`src/hw/cpd_cfg.svh`:
```
// Purpose: constants of the command pulse input decoder
// Assumes: included by its bare name
// Notes:   definitions only
`ifndef CPD_CFG_SVH
`define CPD_CFG_SVH

// ****************************************
// register offsets (word index)
// ****************************************
`define CPD_REG_CFG       4'h0
`define CPD_REG_CNT       4'h1
`define CPD_REG_STS       4'h2

// ****************************************
// config fields and reset value
// ****************************************
`define CPD_CFG_W         16
`define CPD_CFG_RST       16'h1011
`define CPD_FMT_LSB       0
`define CPD_TRIG_LSB      4
`define CPD_POL_LSB       8
`define CPD_NEG_BASE      4'h5
`define CPD_FMT_LAST      4'h9

// ****************************************
// status bits
// ****************************************
`define CPD_STS_PHERR     0
`define CPD_STS_CLR       1
`define CPD_STS_NZ        2

// ****************************************
// timing
// ****************************************
`define CPD_SYNC_STAGES   2

`endif

```
`src/hw/cpd_pkg.sv`:
```
// Purpose: types of the command pulse input decoder
// Assumes: nothing
// Notes:   constants live in cpd_cfg.svh
package cpd_pkg;

   // ****************************************
   // pulse format, positive logic codes
   // ****************************************
   typedef enum logic [3:0] {
      CPD_FMT_FEED_DIR = 4'h0,
      CPD_FMT_FWD_REV  = 4'h1,
      CPD_FMT_QUAD_X1  = 4'h2,
      CPD_FMT_QUAD_X2  = 4'h3,
      CPD_FMT_QUAD_X4  = 4'h4,
      CPD_FMT_NONE     = 4'hf
   } cpd_fmt_t;

   // ****************************************
   // external clear trigger
   // ****************************************
   typedef enum logic [1:0] {
      CPD_TRIG_HIGH = 2'h0,
      CPD_TRIG_RISE = 2'h1,
      CPD_TRIG_LOW  = 2'h2,
      CPD_TRIG_FALL = 2'h3
   } cpd_trig_t;

   // ****************************************
   // automatic clear policy
   // ****************************************
   typedef enum logic [3:0] {
      CPD_POL_ALARM_SOFF = 4'h0,
      CPD_POL_KEEP       = 4'h1,
      CPD_POL_ALARM      = 4'h2
   } cpd_pol_t;

endpackage : cpd_pkg

```
`src/hw/cpd_sync.sv`:
```
// Purpose: two flip-flop synchroniser for pin inputs
// Assumes: synchronous active-low reset
// Notes:   first stage is read by the second stage only
`timescale 1ns/100ps
module cpd_sync #(
   parameter int W = 1
) (
   input  wire logic         clk_sys,
   input  wire logic         rst_n,
   input  wire logic [W-1:0] d,
   output logic      [W-1:0] q
);

   logic [W-1:0] meta_r;
   logic [W-1:0] meta_nxt;
   logic [W-1:0] q_r;
   logic [W-1:0] q_nxt;

   always_comb begin
      meta_nxt = d;
      q_nxt    = meta_r;
   end

   always_ff @(posedge clk_sys) begin
      if (!rst_n) begin
         meta_r <= '0;
         q_r    <= '0;
      end else begin
         meta_r <= meta_nxt;
         q_r    <= q_nxt;
      end
   end

   assign q = q_r;

endmodule : cpd_sync

```
`src/hw/cpd_decoder.sv`:
```
// Purpose: command pulse input decoder with deviation counter
// Assumes: 100 MHz clk_sys, synchronous active-low reset
// Notes:   pins pass two flip-flops before any logic reads them
//
// Implementation choices: the plain strobed port and the placing of the registers.
`timescale 1ns/100ps
`include "cpd_cfg.svh"
module cpd_decoder #(
   parameter int CNT_W = 32,
   parameter int DW    = 32,
   parameter int AW    = 4
) (
   input  wire logic          clk_sys,
   input  wire logic          rst_n,
   input  wire logic          cmd_a_pin,
   input  wire logic          cmd_b_pin,
   input  wire logic          dev_clr_pin,
   input  wire logic          alarm,
   input  wire logic          servo_on,
   input  wire logic [AW-1:0] reg_addr,
   input  wire logic [DW-1:0] reg_wdata,
   input  wire logic          reg_wr,
   input  wire logic          reg_rd,
   output logic      [DW-1:0] reg_rdata,
   output logic [CNT_W-1:0]   dev_count,
   output logic               dev_clear,
   output logic               cmd_up,
   output logic               cmd_dn
);

   // ****************************************
   // pin synchronisers
   // ****************************************
   logic [2:0] pins_s;

   cpd_sync #(
      .W (3)
   ) u_sync (
      .clk_sys (clk_sys),
      .rst_n   (rst_n),
      .d       ({dev_clr_pin, cmd_b_pin, cmd_a_pin}),
      .q       (pins_s)
   );

   // ****************************************
   // config register fields
   // ****************************************
   logic [`CPD_CFG_W-1:0] cfg_r;
   logic [`CPD_CFG_W-1:0] cfg_nxt;
   logic [3:0]            fmt_raw;
   logic [1:0]            trig_raw;
   logic [3:0]            pol_raw;
   logic                  neg_logic;
   cpd_pkg::cpd_fmt_t     fmt;

   assign fmt_raw  = cfg_r[`CPD_FMT_LSB +: 4];
   assign trig_raw = cfg_r[`CPD_TRIG_LSB +: 2];
   assign pol_raw  = cfg_r[`CPD_POL_LSB +: 4];

   // fold formats 5-9 onto 0-4 with inverted inputs
   always_comb begin
      neg_logic = 1'b0;
      fmt       = cpd_pkg::CPD_FMT_NONE;
      if (fmt_raw < `CPD_NEG_BASE) begin
         fmt = cpd_pkg::cpd_fmt_t'(fmt_raw);
      end else if (fmt_raw <= `CPD_FMT_LAST) begin
         neg_logic = 1'b1;
         fmt       = cpd_pkg::cpd_fmt_t'(4'(fmt_raw - `CPD_NEG_BASE));
      end
   end

   // ****************************************
   // edge history of the command lines
   // ****************************************
   logic a_now;
   logic b_now;
   logic clr_now;
   logic a_prev_r;
   logic b_prev_r;
   logic clr_prev_r;
   logic hist_ok_r;
   logic a_prev_nxt;
   logic b_prev_nxt;
   logic clr_prev_nxt;
   logic hist_ok_nxt;
   logic a_prev;
   logic b_prev;

   // polarity applied to both samples so a mode change causes no false edge
   assign a_now   = pins_s[0] ^ neg_logic;
   assign b_now   = pins_s[1] ^ neg_logic;
   assign clr_now = pins_s[2];
   assign a_prev  = a_prev_r ^ neg_logic;
   assign b_prev  = b_prev_r ^ neg_logic;

   always_comb begin
      a_prev_nxt   = pins_s[0];
      b_prev_nxt   = pins_s[1];
      clr_prev_nxt = pins_s[2];
      hist_ok_nxt  = 1'b1;
   end

   always_ff @(posedge clk_sys) begin
      if (!rst_n) begin
         a_prev_r   <= 1'b0;
         b_prev_r   <= 1'b0;
         clr_prev_r <= 1'b0;
         hist_ok_r  <= 1'b0;
      end else begin
         a_prev_r   <= a_prev_nxt;
         b_prev_r   <= b_prev_nxt;
         clr_prev_r <= clr_prev_nxt;
         hist_ok_r  <= hist_ok_nxt;
      end
   end

   // ****************************************
   // pulse decode
   // ****************************************
   logic a_rise;
   logic b_rise;
   logic a_fall;
   logic a_chg;
   logic b_chg;
   logic up;
   logic dn;
   logic ph_err;
   logic q4_fwd;
   logic q4_rev;

   assign a_rise = a_now & ~a_prev;
   assign a_fall = ~a_now & a_prev;
   assign b_rise = b_now & ~b_prev;
   assign a_chg  = a_now ^ a_prev;
   assign b_chg  = b_now ^ b_prev;

   // gray sequence 00-10-11-01 means phase a leads: forward
   always_comb begin
      q4_fwd = 1'b0;
      q4_rev = 1'b0;
      case ({a_prev, b_prev, a_now, b_now})
         4'b0010, 4'b1011, 4'b1101, 4'b0100: begin
            q4_fwd = 1'b1;
         end
         4'b0001, 4'b0111, 4'b1110, 4'b1000: begin
            q4_rev = 1'b1;
         end
         default: begin
            q4_fwd = 1'b0;
         end
      endcase
   end

   always_comb begin
      up     = 1'b0;
      dn     = 1'b0;
      ph_err = 1'b0;
      if (hist_ok_r) begin
         case (fmt)
            cpd_pkg::CPD_FMT_FEED_DIR: begin
               up = a_rise & b_now;
               dn = a_rise & ~b_now;
            end
            cpd_pkg::CPD_FMT_FWD_REV: begin
               // coincident pulses cancel
               up = a_rise & ~b_rise;
               dn = b_rise & ~a_rise;
            end
            cpd_pkg::CPD_FMT_QUAD_X1: begin
               up     = a_rise & ~b_chg & ~b_now;
               dn     = a_rise & ~b_chg & b_now;
               ph_err = a_chg & b_chg;
            end
            cpd_pkg::CPD_FMT_QUAD_X2: begin
               up     = ~b_chg & ((a_rise & ~b_now) | (a_fall & b_now));
               dn     = ~b_chg & ((a_rise & b_now) | (a_fall & ~b_now));
               ph_err = a_chg & b_chg;
            end
            cpd_pkg::CPD_FMT_QUAD_X4: begin
               up     = q4_fwd;
               dn     = q4_rev;
               ph_err = a_chg & b_chg;
            end
            default: begin
               up = 1'b0;
            end
         endcase
      end
   end

   // ****************************************
   // clear conditions
   // ****************************************
   logic ext_clr;
   logic auto_clr;
   logic clr_any;

   always_comb begin
      case (cpd_pkg::cpd_trig_t'(trig_raw))
         cpd_pkg::CPD_TRIG_HIGH: ext_clr = clr_now;
         cpd_pkg::CPD_TRIG_RISE: ext_clr = clr_now & ~clr_prev_r & hist_ok_r;
         cpd_pkg::CPD_TRIG_LOW:  ext_clr = ~clr_now;
         cpd_pkg::CPD_TRIG_FALL: ext_clr = ~clr_now & clr_prev_r & hist_ok_r;
         default:                ext_clr = 1'b0;
      endcase
   end

   // alarm and servo-off clear for as long as they stand
   always_comb begin
      case (pol_raw)
         cpd_pkg::CPD_POL_ALARM_SOFF: auto_clr = alarm | ~servo_on;
         cpd_pkg::CPD_POL_ALARM:      auto_clr = alarm;
         default:                     auto_clr = 1'b0;
      endcase
   end

   assign clr_any = ext_clr | auto_clr;

   // ****************************************
   // deviation counter
   // ****************************************
   logic [CNT_W-1:0] cnt_r;
   logic [CNT_W-1:0] cnt_nxt;
   logic             clr_r;
   logic             clr_nxt;
   logic             up_r;
   logic             up_nxt;
   logic             dn_r;
   logic             dn_nxt;

   // wraps at the width limit; no overflow is detected or flagged
   always_comb begin
      cnt_nxt = cnt_r;
      if (clr_any) begin
         cnt_nxt = '0;
      end else if (up & ~dn) begin
         cnt_nxt = cnt_r + CNT_W'(1);
      end else if (dn & ~up) begin
         cnt_nxt = cnt_r - CNT_W'(1);
      end
      clr_nxt = clr_any;
      up_nxt  = up & ~dn & ~clr_any;
      dn_nxt  = dn & ~up & ~clr_any;
   end

   always_ff @(posedge clk_sys) begin
      if (!rst_n) begin
         cnt_r <= '0;
         clr_r <= 1'b0;
         up_r  <= 1'b0;
         dn_r  <= 1'b0;
      end else begin
         cnt_r <= cnt_nxt;
         clr_r <= clr_nxt;
         up_r  <= up_nxt;
         dn_r  <= dn_nxt;
      end
   end

   assign dev_count = cnt_r;
   assign dev_clear = clr_r;
   assign cmd_up    = up_r;
   assign cmd_dn    = dn_r;

   // ****************************************
   // register port
   // ****************************************
   logic          pherr_r;
   logic          pherr_nxt;
   logic [DW-1:0] rdata_r;
   logic [DW-1:0] rdata_nxt;
   logic          wr_cfg;
   logic          wr_sts;

   assign wr_cfg = reg_wr && (reg_addr == AW'(`CPD_REG_CFG));
   assign wr_sts = reg_wr && (reg_addr == AW'(`CPD_REG_STS));

   always_comb begin
      cfg_nxt = cfg_r;
      if (wr_cfg) begin
         cfg_nxt = reg_wdata[`CPD_CFG_W-1:0];
      end
      // sticky: a new error beats a clear in the same cycle
      pherr_nxt = pherr_r;
      if (wr_sts && reg_wdata[`CPD_STS_PHERR]) begin
         pherr_nxt = 1'b0;
      end
      if (ph_err) begin
         pherr_nxt = 1'b1;
      end
      rdata_nxt = '0;
      if (reg_rd) begin
         case (reg_addr)
            AW'(`CPD_REG_CFG): begin
               rdata_nxt = DW'(cfg_r);
            end
            AW'(`CPD_REG_CNT): begin
               rdata_nxt = DW'(cnt_r);
            end
            AW'(`CPD_REG_STS): begin
               rdata_nxt[`CPD_STS_PHERR] = pherr_r;
               rdata_nxt[`CPD_STS_CLR]   = clr_r;
               rdata_nxt[`CPD_STS_NZ]    = |cnt_r;
            end
            default: begin
               rdata_nxt = '0;
            end
         endcase
      end
   end

   always_ff @(posedge clk_sys) begin
      if (!rst_n) begin
         cfg_r   <= `CPD_CFG_RST;
         pherr_r <= 1'b0;
         rdata_r <= '0;
      end else begin
         cfg_r   <= cfg_nxt;
         pherr_r <= pherr_nxt;
         rdata_r <= rdata_nxt;
      end
   end

   assign reg_rdata = rdata_r;

endmodule : cpd_decoder

```
`config.mk`:
```
export PLATFORM = sky130hd
export DESIGN_NAME = cpd_decoder
export DESIGN_NICKNAME = d
export VERILOG_FILES = /design/src/hw/cpd_pkg.sv /design/src/hw/cpd_sync.sv /design/src/hw/cpd_decoder.sv
export VERILOG_INCLUDE_DIRS = /design/src /design/src/hw
export SDC_FILE = /design/constraint.sdc
export NUM_CORES = 1
export LEC_CHECK = 0
export BUFFER_PORTS_ARGS = -buffer_cell sky130_fd_sc_hd__buf_2
export CAP_MARGIN = 20
export CORE_MARGIN = 4
export CORE_UTILIZATION = 53
export CTS_CLUSTER_SIZE = 40
export DETAILED_ROUTE_END_ITERATION = 12
export GPL_ROUTABILITY_DRIVEN = 0
export GPL_TIMING_DRIVEN = 0
export MAX_ROUTING_LAYER = met4
export PLACE_DENSITY = 0.87
export SYNTH_ARGS = -nofsm -noshare
export SYNTH_HDL_FRONTEND = slang
export SYNTH_HIERARCHICAL = 1
export SYNTH_SLANG_ARGS = --single-unit
export TNS_END_PERCENT = 10
```
`constraint.sdc`:
```
create_clock -name clk_sys -period 6.6 [get_ports clk_sys]
set_clock_uncertainty 0.1 [all_clocks]
set_input_delay 0.33 -clock clk_sys [delete_from_list [all_inputs] [get_ports clk_sys]]
set_output_delay 0.33 -clock clk_sys [all_outputs]
set_load 0.02 [all_outputs]
```
Yosys cells after proc, flatten, opt, wreduce, memory -nomap -nowiden. Index checks and enable logic that the tools add are counted.

Register bits after elaboration: 94. Bits in latches: 0. RAM bits: 0. Bits in read-only memories: 0. Input bits: 45. Output and inout bits: 67. Logic and storage cells: 119. Memories: 0.

Add/subtract/negate cells: 3. Multipliers: 0. Div/mod/pow operators: 0. $lt $le $gt $ge: 2. Equality and inequality tests: 18. Shift-type cells: 0. Mux-type cells: 21. Bitwise operators: 47. Reduce and logical (&&, ||, !) cells: 15.

Operators with widths (count): $mux 32 (2); $pmux 29 s2 (1); $add 32x1->32 const B (1); $reduce_or 32->1 (1); $sub 32x1->32 const B (1); $and 1x1->1 (23); $eq 4x2->1 const B (5); $eq 4x4->1 const B (4); $not 1->1 (14); $eq 4x1->1 const B (3); $eq 4x3->1 const B (3); $logic_not 4->1 (3); $mux 1 (11); $pmux 1 s5 (2); $pmux 3 s3 (1); $mux 4 (2); $reduce_or 4->1 (2); $xor 1x1->1 (6); $eq 2x2->1 const B (2); $le 4x4->1 const B (1); $lt 4x3->1 const B (1); $or 1x1->1 (4); $pmux 1 s4 (1); $reduce_bool 2->1 (2); 8 further kinds (10).

Longest topological paths before layout. Gate-level depths: netlist of run 1.

Word-level depth: 15. Gate-level depth with buffers: 22. Gate-level depth less buffers: 21.

Modules after synthesis. The synthesis of run 1 kept the hierarchy.

By module, submodules not included: cpd_decoder (instances 1, cells each 620, area an instance 5116.2 µm², sequential area each 1761.7 µm²); cpd_sync (instances 1, cells each 12, area an instance 157.7 µm², sequential area each 120.1 µm²).

Least setup slack after synthesis of run 1. No wires, ideal clock.

Path type: reg-to-reg. Start: reg cfg_r[0]. End: reg cnt_r[29], in the netlist dev_count[29]. Library setup time: 70 ps. Arrival: 5356 ps. Path slack: 1074 ps. Cell stages (with the launch flop): 21. Path through: dfxtp_1 > inv_1 > ha_1 > or2_2 > and3b_1 > or2_2 > o21ai_1 > and3_1 > o21ai_0 > a41o_1 > ha_1 > inv_1 > ha_1 > a21o_1 > o21bai_4 > a311oi_4 > o2bb2ai_2 > or4b_4 > and3_1 > or3_1 > a21oi_1.

Cells in the longest elaborated chain, start to end: 14. Elaborated cells on any way between the ends: 62. Classes of those cells: add/sub (1); order compare (2); eq/ne (12); mux (11); bitwise (32); reduce/logical (4).

Ends and longest elaborated chain: start, declared (line cpd_decoder.sv:48) `` logic [`CPD_CFG_W-1:0] cfg_r; ``; start signal, assigned (line cpd_decoder.sv:314) `` cfg_r <= `CPD_CFG_RST; ``; start signal, assigned (line cpd_decoder.sv:318) `cfg_r <= cfg_nxt;`; $le 4x4->1 (no source line); $mux 1 (line cpd_decoder.sv:66) `` end else if (fmt_raw <= `CPD_FMT_LAST) begin ``; $mux 1 (line cpd_decoder.sv:64) `` if (fmt_raw < `CPD_NEG_BASE) begin ``; $xor 1x1->1 (on tied branches) (line cpd_decoder.sv:93, cpd_decoder.sv:90); $not 1->1 (on tied branches) (line cpd_decoder.sv:131, cpd_decoder.sv:132); $and 1x1->1 (on tied branches) (line cpd_decoder.sv:131, cpd_decoder.sv:132); $and 1x1->1 (on tied branches); $or 1x1->1 (on tied branches) (line cpd_decoder.sv:176, cpd_decoder.sv:175); $and 1x1->1 (on tied branches) (line cpd_decoder.sv:176, cpd_decoder.sv:175); $pmux 1 s5 (line cpd_decoder.sv:159) `case (fmt)`; $mux 1 (line cpd_decoder.sv:158) `if (hist_ok_r) begin`; $not 1->1 (on tied branches) (line cpd_decoder.sv:236, cpd_decoder.sv:238); $and 1x1->1 (on tied branches) (line cpd_decoder.sv:236, cpd_decoder.sv:238); $mux 32 / $reduce_bool 2->1 (equally long branches); end signal, assigned (line cpd_decoder.sv:253) `cnt_r <= cnt_nxt;`; end, declared (line cpd_decoder.sv:222) `logic [CNT_W-1:0] cnt_r;`.

Parallel ways exist; a longest one is shown, timed or not. A chain may end at the register's enable or synchronous reset.

Final worst setup path of run 1.
Start: reg cfg_r[1]. End: reg cnt_r[29], in the netlist dev_count[29].

The elaborated chain is that of the path after synthesis.

==> results of run 1 <==
## cells by family (layout without fill, tap and decap cells)
family	count (synthesis)	in the layout	share of synthesized area
mux	7	7	0.0138
flops	94	94	0.357
buf+inv	39	151	0.0368
xor+xnor	13	13	0.0216
fa+ha+maj	35	35	0.0845
compound gates	176	176	0.230
simple gates	268	268	0.257
## where the power goes
part,leakage (nW),switching [mW],internal (mW),total (mW)
Clock,0.0781,0.212,0.147,0.358
Combinational,1.87,0.127,0.0887,0.216
Sequential,0.760,0.00771,0.575,0.583
## cell type report
class                      instances  area (µm²)  share of cell area
multi-input combinational        499        3200               0.524
timing repair buffer              97         495              0.0811
tap                              133         166              0.0272
inverter                          15        56.3             0.00922
clock inverter                     4        31.3             0.00512
buffer                            24         138              0.0225
clock buffer                      11         141              0.0231
sequential                        94        1880               0.308
## cell usage in the layout (no fill, tap or decap), drive strengths merged, types with 8 or more instances in the layout
cell type  instances
buf               98
dfxtp             94
nand2             74
a21oi             58
nor2              55
ha                34
and2              34
clkbuf            34
o21ai             24
nor3              18
a22oi             17
inv               16
nor2b             13
nor4              13
a21o              12
and3              12
nand3             11
nand4              9
a211oi             9
or3                9
xnor2              8
o21a               8
## stage by stage
step	power [mW]	instances	setup slack, ns	cell area [µm²]
after detailed placement	0.804	860	0.237	5920
after global placement	0.796	860	0.456	5920
after global routing	1.21	877	0.0503	6110
after floorplan	0.750	632	1.07	5270
final	1.16	877	0.404	6110
after CTS	1.15	875	0.186	6090
## per-layer routing
metal  global-route usage  wire, µm
met1                0.320      6220
met2                0.429      7010
met3               0.0354       824
met4               0.0911       382
met5                    -         0
## worst max-delay path: cells and delay by family (launching register included)
kind | cells | cell delay (ns)
AOI/OAI and AO/OA | 7 | 1.56
buffers and inverters | 4 | 1.06
DFF | 1 | 0.41
and+or+nand+nor | 9 | 2.21
adders and majority gates | 3 | 0.79
## how the worst max path moves through the flow
stage / end / slack, ns / cells past startpoint
floorplan: dev_count[29]$_SDFFE_PP0P_ / 1.07 / 20
global placement: dev_count[29]$_SDFFE_PP0P_ / 0.46 / 21
detailed placement: dev_count[29]$_SDFFE_PP0P_ / 0.24 / 21
CTS: dev_count[29]$_SDFFE_PP0P_ / 0.19 / 21
global route: dev_count[25]$_SDFFE_PP0P_ / 0.05 / 22
finish: dev_count[29]$_SDFFE_PP0P_ / 0.40 / 23
## sequential cells by signal, summed over array words and instances, names as in the netlist
signal and cells:
clr_prev_r 1, hist_ok_r 1, b_prev_r 1, cmd_dn 1, a_prev_r 1, cmd_up 1, dev_count 32, u_sync/meta_r 3
dev_clear 1, cfg_r 16, u_sync/q 3, reg_rdata 32, pherr_r 1
==> results.cfg, run 1 <==
[power_and_ir_drop]
power_leakage_nw = 2.71
vdd_drop_max_uv = 120
powerDensity_nw_per_um2 = 189

[hold_path]
worstHoldPathType = in -> reg
hp-start = cmd_b_pin
min_path_cells = 2
hold_end = u_sync/meta_r[1]$_SDFF_PN0_

[routing]
first_pass_iters = 5
drc_errors = 0
ant_nets = 0
wl_per_cell_um = 16.5
avgViaCountPerCell = 5.97
totalWireLength_um = 14400
drt_iter0_drc = 321
via_count = 5237

[synthesis]
synth_flop_cell = dfxtp_1
synth_area_leaders = dfxtp_1 36%, ha_1 8.1%, a21oi_1 5.4%, nand2_1 5.3%, and2_1 3.9%
ys_seq_area_frac = 0.357
yosys_warnings = 6
synth_top_cell_by_area = dfxtp_1
syn_nets = 712
ys_top_cells_by_count = 94 x dfxtp_1, 74 x nand2_1, 57 x a21oi_1
ys_async_sr_fraction = 0
yosysMostFrequentCell = dfxtp_1
syn_inst = 632
ys_types = 70
synth_edf_count = 0
ys_seq_elements = 94
syn-cell-area_um2 = 5270
yosysTopAreaCellShare = 0.357
avgSynthCellArea_um2 = 8.34

[sta]
grt_setup_unrepaired = no
drv_slew = 0
setup_viol = 0
min_period_ns = 6.20
period_share = 0.939
hold_slack_ns = 0.0551
slew_headroom = 0.261
timing.setup.tns_ns = 0
clock.fmax_ghz = 0.161
hold_viol_final = 0
worstMarginPinSlew_ns = 1.09

[grt]
grtUsageTotal = 0.257
grt_pass1_wl_um = 23500
grt_antenna_before_repair = 0
grt_max_degree = 33
grt_overflow = 0
grt_pass1_vias = 4969

[finish]
area_growth_pct = 15.8
antenna_cells = 0
n_fill_cell = 849
final_util = 0.628
drive_gt1_frac = 0.191
nNetsFinal = 820

[setup_path]
r2r-end = dev_count[29]$_SDFFE_PP0P_
path_common_cell = ha_1
reg2regPathDepth = 23
critPathKind = reg -> reg
worstPathRequired_ns = 6.81
critPathLaunchType = flip-flop
crit_chain = inv_1, ha_1, or2_2, and3b_1, or2_2, o21ai_1, a211o_1, nor2_1, a31oi_1, a31oi_1, ha_1, inv_1, buf_8, ha_1, clkbuf_1, and3_1, a221oi_1, nor3_1, o2bb2ai_2, or4b_4, and3_1, or3_1, a21oi_1
crit_slowest_cell = or4b_4
rrSetupSlack_ns = 0.40
timing.rr.start = cfg_r[1]$_SDFFE_PN0P_
crit_path_max_fanout = 17
critPathMaxStageDelay_ns = 0.53
endpoint_kind = flip-flop
crit_start = cfg_r[1]$_SDFFE_PN0P_
arrival_ns = 6.40

[clock_network]
insertion_delay_ns = 0.37
ctsResizeCount = 0
cts_buffer_depth = 2
path_clk_slew_ns = 0.09
cts.sinks = 94
holdBufCountCts = 0
cts_setup_buffers = 0
cts_tree = done
numCtsBuffers = 9
htree_levels = 3
cts_root_buf = clkbuf_8

[die]
ios = 112
die_y_um = 108
rows = 36
core_um2 = 9730
initial_core_util = 0.542
die_area_um2 = 11600
fp.dieW_um = 108

[placement]
io_buffers = 95
dpl.hpwl_um = 10800

[outcome]
outcome = completed

[run]
cap_violations = 0
No activity file was read; power rests on OpenSTA's default activity.
==> run 2: changes to the inputs <==
--- a/config.mk
+++ b/config.mk
@@ -18,6 +18,5 @@
 export PLACE_DENSITY = 0.87
 export SYNTH_ARGS = -nofsm -noshare
 export SYNTH_HDL_FRONTEND = slang
-export SYNTH_HIERARCHICAL = 1
 export SYNTH_SLANG_ARGS = --single-unit
 export TNS_END_PERCENT = 10
==> run 2 against run 1 <==
  * Largest cell class unchanged
  * Global-route usage increased by 1.7 points
  * Count of clock-buffer cells in the layout is 1 higher
  * Sequential power about the same
  * Hold slack better by 0.0095 ns
  * Sequential share of layout area up 0.51 points
  * Combinational power grew 6%
  * First-iteration DRC count grew 72%
==> results.cfg, run 2 <==
[outcome]
outcome = completed

[synthesis]
ys_seq_area_frac = 0.365
synth_flop_cell = dfxtp_1
ys_seq_elements = 94
ys_async_sr_fraction = 0
synth_area_leaders = dfxtp_1 37%, ha_1 8.3%, nand2_1 6.5%, a21oi_1 5.7%, and2_1 4.3%
yosysTopAreaCellShare = 0.365
ys_types = 55
yosysMostFrequentCell = dfxtp_1
syn-cell-area_um2 = 5150
ys_top_cells_by_count = 94 x dfxtp_1, 89 x nand2_1, 59 x a21oi_1
syn_nets = 716
synth_top_cell_by_area = dfxtp_1
syn_inst = 636
yosys_warnings = 0
synth_edf_count = 0
avgSynthCellArea_um2 = 8.10

[routing]
first_pass_iters = 7
avgViaCountPerCell = 5.95
ant_nets = 0
via_count = 5222
drc_errors = 0
wl_per_cell_um = 16.9
totalWireLength_um = 14900
drt_iter0_drc = 553

[grt]
grtUsageTotal = 0.274
grt_max_degree = 33
grt_antenna_before_repair = 0
grt_pass1_vias = 5110
grt_pass1_wl_um = 24700
grt_overflow = 0

[sta]
slew_headroom = 0.339
clock.fmax_ghz = 0.163
min_period_ns = 6.12
timing.setup.tns_ns = 0
period_share = 0.927
worstMarginPinSlew_ns = 0.978
hold_viol_final = 0
grt_setup_unrepaired = no
setup_viol = 0
drv_slew = 0

[clock_network]
htree_levels = 3
path_clk_slew_ns = 0.10
cts_root_buf = clkbuf_8
insertion_delay_ns = 0.36
numCtsBuffers = 9
cts.sinks = 94
cts_buffer_depth = 2
cts_tree = done

[hold_path]
worstHoldPathType = in -> reg

[setup_path]
critPathLaunchType = flip-flop
endpoint_kind = flip-flop
crit_path_max_fanout = 17
critPathKind = reg -> reg
crit_chain = inv_1, ha_1, nand2b_1, clkbuf_1, nand2_1, o21ai_0, o21ai_1, and2_1, a21boi_0, a311o_1, and2_1, ha_1, inv_1, buf_8, ha_1, nor2b_1, o211ai_1, a21oi_1, a31o_2, a21oi_1, a21oi_1, a211oi_1, and4_1, a311o_1
worstPathRequired_ns = 6.76
arrival_ns = 6.28
critPathMaxStageDelay_ns = 0.47
crit_slowest_cell = dfxtp_1

[finish]
n_fill_cell = 817
drive_gt1_frac = 0.164
nNetsFinal = 824
antenna_cells = 0
final_common_cell = buf_2
final_util = 0.641
area_growth_pct = 16.6
layout_common_cells = 95 x buf_2, 94 x dfxtp_1, 89 x nand2_1

[run]
cap_violations = 0

[die]
ios = 112
die_area_um2 = 11400
die_y_um = 107
rows = 35
core_um2 = 9370
initial_core_util = 0.550
fp.dieW_um = 107

[power_and_ir_drop]
power_frac_clock = 0.329
p_sw_uw = 357
vdd_drop_max_uv = 139
combPwrFrac = 0.188
powerDensity_nw_per_um2 = 202
power_leakage_nw = 2.69
switching_share = 0.294
intPower_uw = 855
power_frac_seq = 0.482

[placement]
dpl.hpwl_um = 11000
io_buffers = 95
==> run 2: logic make-up after synthesis <==
kind of cell             share of synthesized area
AO/OA/AOI/OAI                                0.213
AND/OR/NAND/NOR                              0.249
adder cells (fa/ha/maj)                     0.0865
multiplexers                               0.00972
flip-flops                                   0.365
buffers and inverters                       0.0321
XOR/XNOR                                    0.0442
==> run 2: final timing paths <==
check	startpoint	to	slack, ns	depth (start not counted)
max	cfg_r[0]$_SDFFE_PN1P_	dev_count[24]$_SDFFE_PP0P_	0.48	24
min	rst_n	hist_ok_r$_DFF_P_	0.06	1
max reg2reg	cfg_r[0]$_SDFFE_PN1P_	dev_count[24]$_SDFFE_PP0P_	0.48	24
min reg2reg	u_sync.meta_r[1]$_SDFF_PN0_	u_sync.q[1]$_SDFF_PN0_	0.34	1
==> run 2: worst max-delay path, delay by kind of cell, from the launching register on <==
| kind | cells | cell delay, ns |
|---|---|---|
| AND/OR/NAND/NOR | 6 | 1.08 |
| flip-flops | 1 | 0.47 |
| buffers and inverters | 4 | 0.90 |
| adder cells (fa/ha/maj) | 3 | 0.89 |
| AO/OA/AOI/OAI | 11 | 2.58 |
==> run 2: cell type report <==
cell class                 instances  area [µm²]  area share
inverter                          14        52.6     0.00875
clock inverter                     4        55.1     0.00916
clock buffer                      12         145      0.0242
tap                              129         161      0.0269
sequential                        94        1880       0.313
multi-input combinational        500        3100       0.517
timing repair buffer              97         495      0.0825
buffer                            28         113      0.0187
==> run 2: repair_timing <==
action / 4_1_cts / 5_1_grt
hold buffers: 0 / 0
setup buffers: 0 / 0
setup endpoints to repair: 0 / 4
gates resized for setup: 0 / 1
==> run 2: power by group through the flow <==
stage / registers [mW] / clock network, mW / logic (mW)
floorplan: 0.600 / 0 / 0.160
global placement: 0.597 / 0 / 0.212
detailed placement: 0.597 / 0 / 0.219
CTS: 0.584 / 0.398 / 0.223
global route: 0.586 / 0.431 / 0.250
finish: 0.585 / 0.399 / 0.228
==> run 2: layer usage <==
layer | share of wire | GRT usage | wire (µm) | vias up
met2 | 0.46 | 0.437 | 6880 | 276
li1 | - | - | - | 2475
met4 | 0.030 | 0.0877 | 453 | 0
met5 | 0 | - | 0 | -
met3 | 0.094 | 0.0506 | 1400 | 45
met1 | 0.41 | 0.355 | 6150 | 2426
==> run 2: stage by stage <==
step | hold WS [ns] | std cells | setup slack (ns) | instance area, µm² | power, mW
after detailed placement | 0.320 | 860 | 0.224 | 5790 | 0.817
after global routing | 0.0309 | 878 | 0.0702 | 6010 | 1.27
after global placement | 0.319 | 860 | 0.466 | 5790 | 0.809
after CTS | 0.0472 | 876 | 0.180 | 5990 | 1.21
final | 0.0645 | 878 | 0.479 | 6010 | 1.21
after floorplan | 0.258 | 636 | 1.22 | 5150 | 0.760
==> run 3: changes to the inputs <==
--- a/config.mk
+++ b/config.mk
@@ -9,13 +9,13 @@
 export BUFFER_PORTS_ARGS = -buffer_cell sky130_fd_sc_hd__buf_2
 export CAP_MARGIN = 20
 export CORE_MARGIN = 4
-export CORE_UTILIZATION = 53
+export CORE_UTILIZATION = 50
 export CTS_CLUSTER_SIZE = 40
 export DETAILED_ROUTE_END_ITERATION = 12
 export GPL_ROUTABILITY_DRIVEN = 0
 export GPL_TIMING_DRIVEN = 0
 export MAX_ROUTING_LAYER = met4
-export PLACE_DENSITY = 0.87
+export PLACE_DENSITY = 0.86
 export SYNTH_ARGS = -nofsm -noshare
 export SYNTH_HDL_FRONTEND = slang
 export SYNTH_SLANG_ARGS = --single-unit
==> constraint.sdc (replaced) <==
create_clock -name clk_sys -period 5.6 [get_ports clk_sys]
set_clock_uncertainty 0.1 [all_clocks]
set_input_delay 0.28 -clock clk_sys [delete_from_list [all_inputs] [get_ports clk_sys]]
set_output_delay 0.28 -clock clk_sys [all_outputs]
set_load 0.02 [all_outputs]
==> run 3 against run 2 <==
  * Sequential power increased by 18%
  * Power grew 14%
  * Register-to-register slack lost 0.17 ns
  * Die area is 5.5% higher
  * Highest routed layer unchanged
==> results.cfg, run 3 (same netlist as run 2, synthesis figures left out) <==
[die]
ios = 112
die_area_um2 = 12000
rows = 36
die_y_um = 110
fp.dieW_um = 110
core_um2 = 9910
initial_core_util = 0.520

[placement]
placedInstanceArea_um2 = 5790
pre_cts_ws_ns = -0.687
io_buffers = 95
dpl.cell_count = 864
dpl.hpwl_um = 10600

[finish]
final_common_cell = buf_2
antenna_cells = 0
area_growth_pct = 18.1
nNetsFinal = 828
finalNonFillerCells = 886
layout_common_cells = 95 x buf_2, 92 x dfxtp_1, 89 x nand2_1
fin_area_um2 = 6080
n_fill_cell = 872
drive_gt1_frac = 0.186

[power_and_ir_drop]
switching_share = 0.308
power_frac_seq = 0.498
power_leakage_nw = 2.70
combPwrFrac = 0.201
vdd_drop_max_uv = 138
p_sw_uw = 426
powerDensity_nw_per_um2 = 228
intPower_uw = 958
power_mw = 1.38
power_frac_clock = 0.302

[clock_network]
path_clk_slew_ns = 0.10
cts_root_buf = clkbuf_8
cts_buffer_depth = 2
insertion_delay_ns = 0.37
cts_tree = done
htree_levels = 3
numCtsBuffers = 9
cts.sinks = 94

[outcome]
outcome = completed

[sta]
min_period_ns = 5.29
period_share = 0.945
hold_viol_final = 0
grt_setup_unrepaired = yes
clock.fmax_ghz = 0.189
drv_slew = 0
worstMarginPinSlew_ns = 0.908
setup_viol = 0
fin_ws_ns = 0.309
slew_headroom = 0.386

[setup_path]
endpoint_kind = flip-flop
crit_path_max_fanout = 9
worstPathRequired_ns = 5.77
arrival_ns = 5.46
critPathLaunchType = flip-flop
critPathMaxStageDelay_ns = 0.40
critPathKind = reg -> reg
crit_slowest_cell = dfxtp_2
crit_chain = inv_1, ha_1, nand2b_1, clkbuf_1, o21ai_0, xor2_1, mux2i_1, nor2b_1, a311o_1, and2_1, ha_4, clkinvlp_4, buf_4, ha_1, nor2b_2, o211ai_1, a21oi_1, a31o_2, a21oi_2, a21oi_2, a211oi_1, nor4_1, a311o_1

[routing]
drt_iter0_drc = 360
wl_per_cell_um = 16.1
first_pass_iters = 5
totalWireLength_um = 14300
drc_errors = 0
avgViaCountPerCell = 5.91
via_count = 5233
ant_nets = 0

[grt]
grt_pass1_wl_um = 23000
grtUsageTotal = 0.247
grt_overflow = 0
grt_max_degree = 18
grt_antenna_before_repair = 0
grt_pass1_vias = 4935

[hold_path]
worstHoldPathType = in -> reg

[run]
cap_violations = 0
-- run 3: timing repair --
item	4_1_cts	5_1_grt
hold endpoints to repair	1	0
gates cloned	1	0
hold buffers	1	0
endpoints found under the setup margin	19	13
buffers inserted	3	3
resized for setup	5	13
pin swaps	0	2
-- run 3: worst paths after layout --
path	startpoint	to	slack (ns)	cells past startpoint
setup reg to reg	cfg_r[0]$_SDFFE_PN1P_	dev_count[24]$_SDFFE_PP0P_	0.31	23
setup / recovery	cfg_r[0]$_SDFFE_PN1P_	dev_count[24]$_SDFFE_PP0P_	0.31	23
hold / removal	cmd_b_pin	u_sync.meta_r[1]$_SDFF_PN0_	0.02	2
hold reg to reg	u_sync.meta_r[1]$_SDFF_PN0_	u_sync.q[1]$_SDFF_PN0_	0.34	1
-- run 3: layout make-up --
class                   instances  area [µm²]  share of cell area
repair inverters                1        7.51             0.00123
clock inverters                 7        55.1             0.00905
clock buffers                   9         124              0.0204
plain buffers                  26         105              0.0173
inverters                      14        56.3             0.00926
multi-input cells             500        3150               0.518
repair buffers                102         531              0.0872
well taps                     133         166              0.0274
flip-flops and latches         94        1880               0.310
-- run 3: through the flow --
step | hold WS, ns | util | setup TNS [ns]
2_1_floorplan | 0.208 | - | 0
5_1_grt | 0.0105 | 0.614 | -0.0818
3_3_place_gp | 0.317 | 0.585 | -3.91
6_report | 0.0231 | 0.614 | 0
4_1_cts | 0.00526 | 0.607 | 0
3_5_place_dp | 0.326 | 0.585 | -6.51
-- run 3: per-layer routing --
layer / routed length, µm / global-route usage / part of all wire
met1: 6090 / 0.301 / 0.43
met3: 1040 / 0.0482 / 0.073
met4: 309 / 0.0775 / 0.022
met5: 0 / - / 0
met2: 6860 / 0.413 / 0.48
-- run 3: worst max-delay path: cells and delay by family (launching register included) --
kind	cells	cell delay, ns
buffers and inverters	4	0.51
AND/OR/NAND/NOR	5	0.69
adder cells (fa/ha/maj)	3	0.74
XOR/XNOR	1	0.32
multiplexers	1	0.22
flip-flops	1	0.40
AO/OA/AOI/OAI	9	2.20
-- run 3: power groups by stage --
stage | clock [mW] | sequential, mW | combinational (mW)
6_report | 0.418 | 0.689 | 0.278
4_1_cts | 0.431 | 0.688 | 0.263
3_5_place_dp | 0 | 0.704 | 0.259
3_3_place_gp | 0 | 0.703 | 0.251
2_1_floorplan | 0 | 0.707 | 0.189
5_1_grt | 0.457 | 0.691 | 0.303
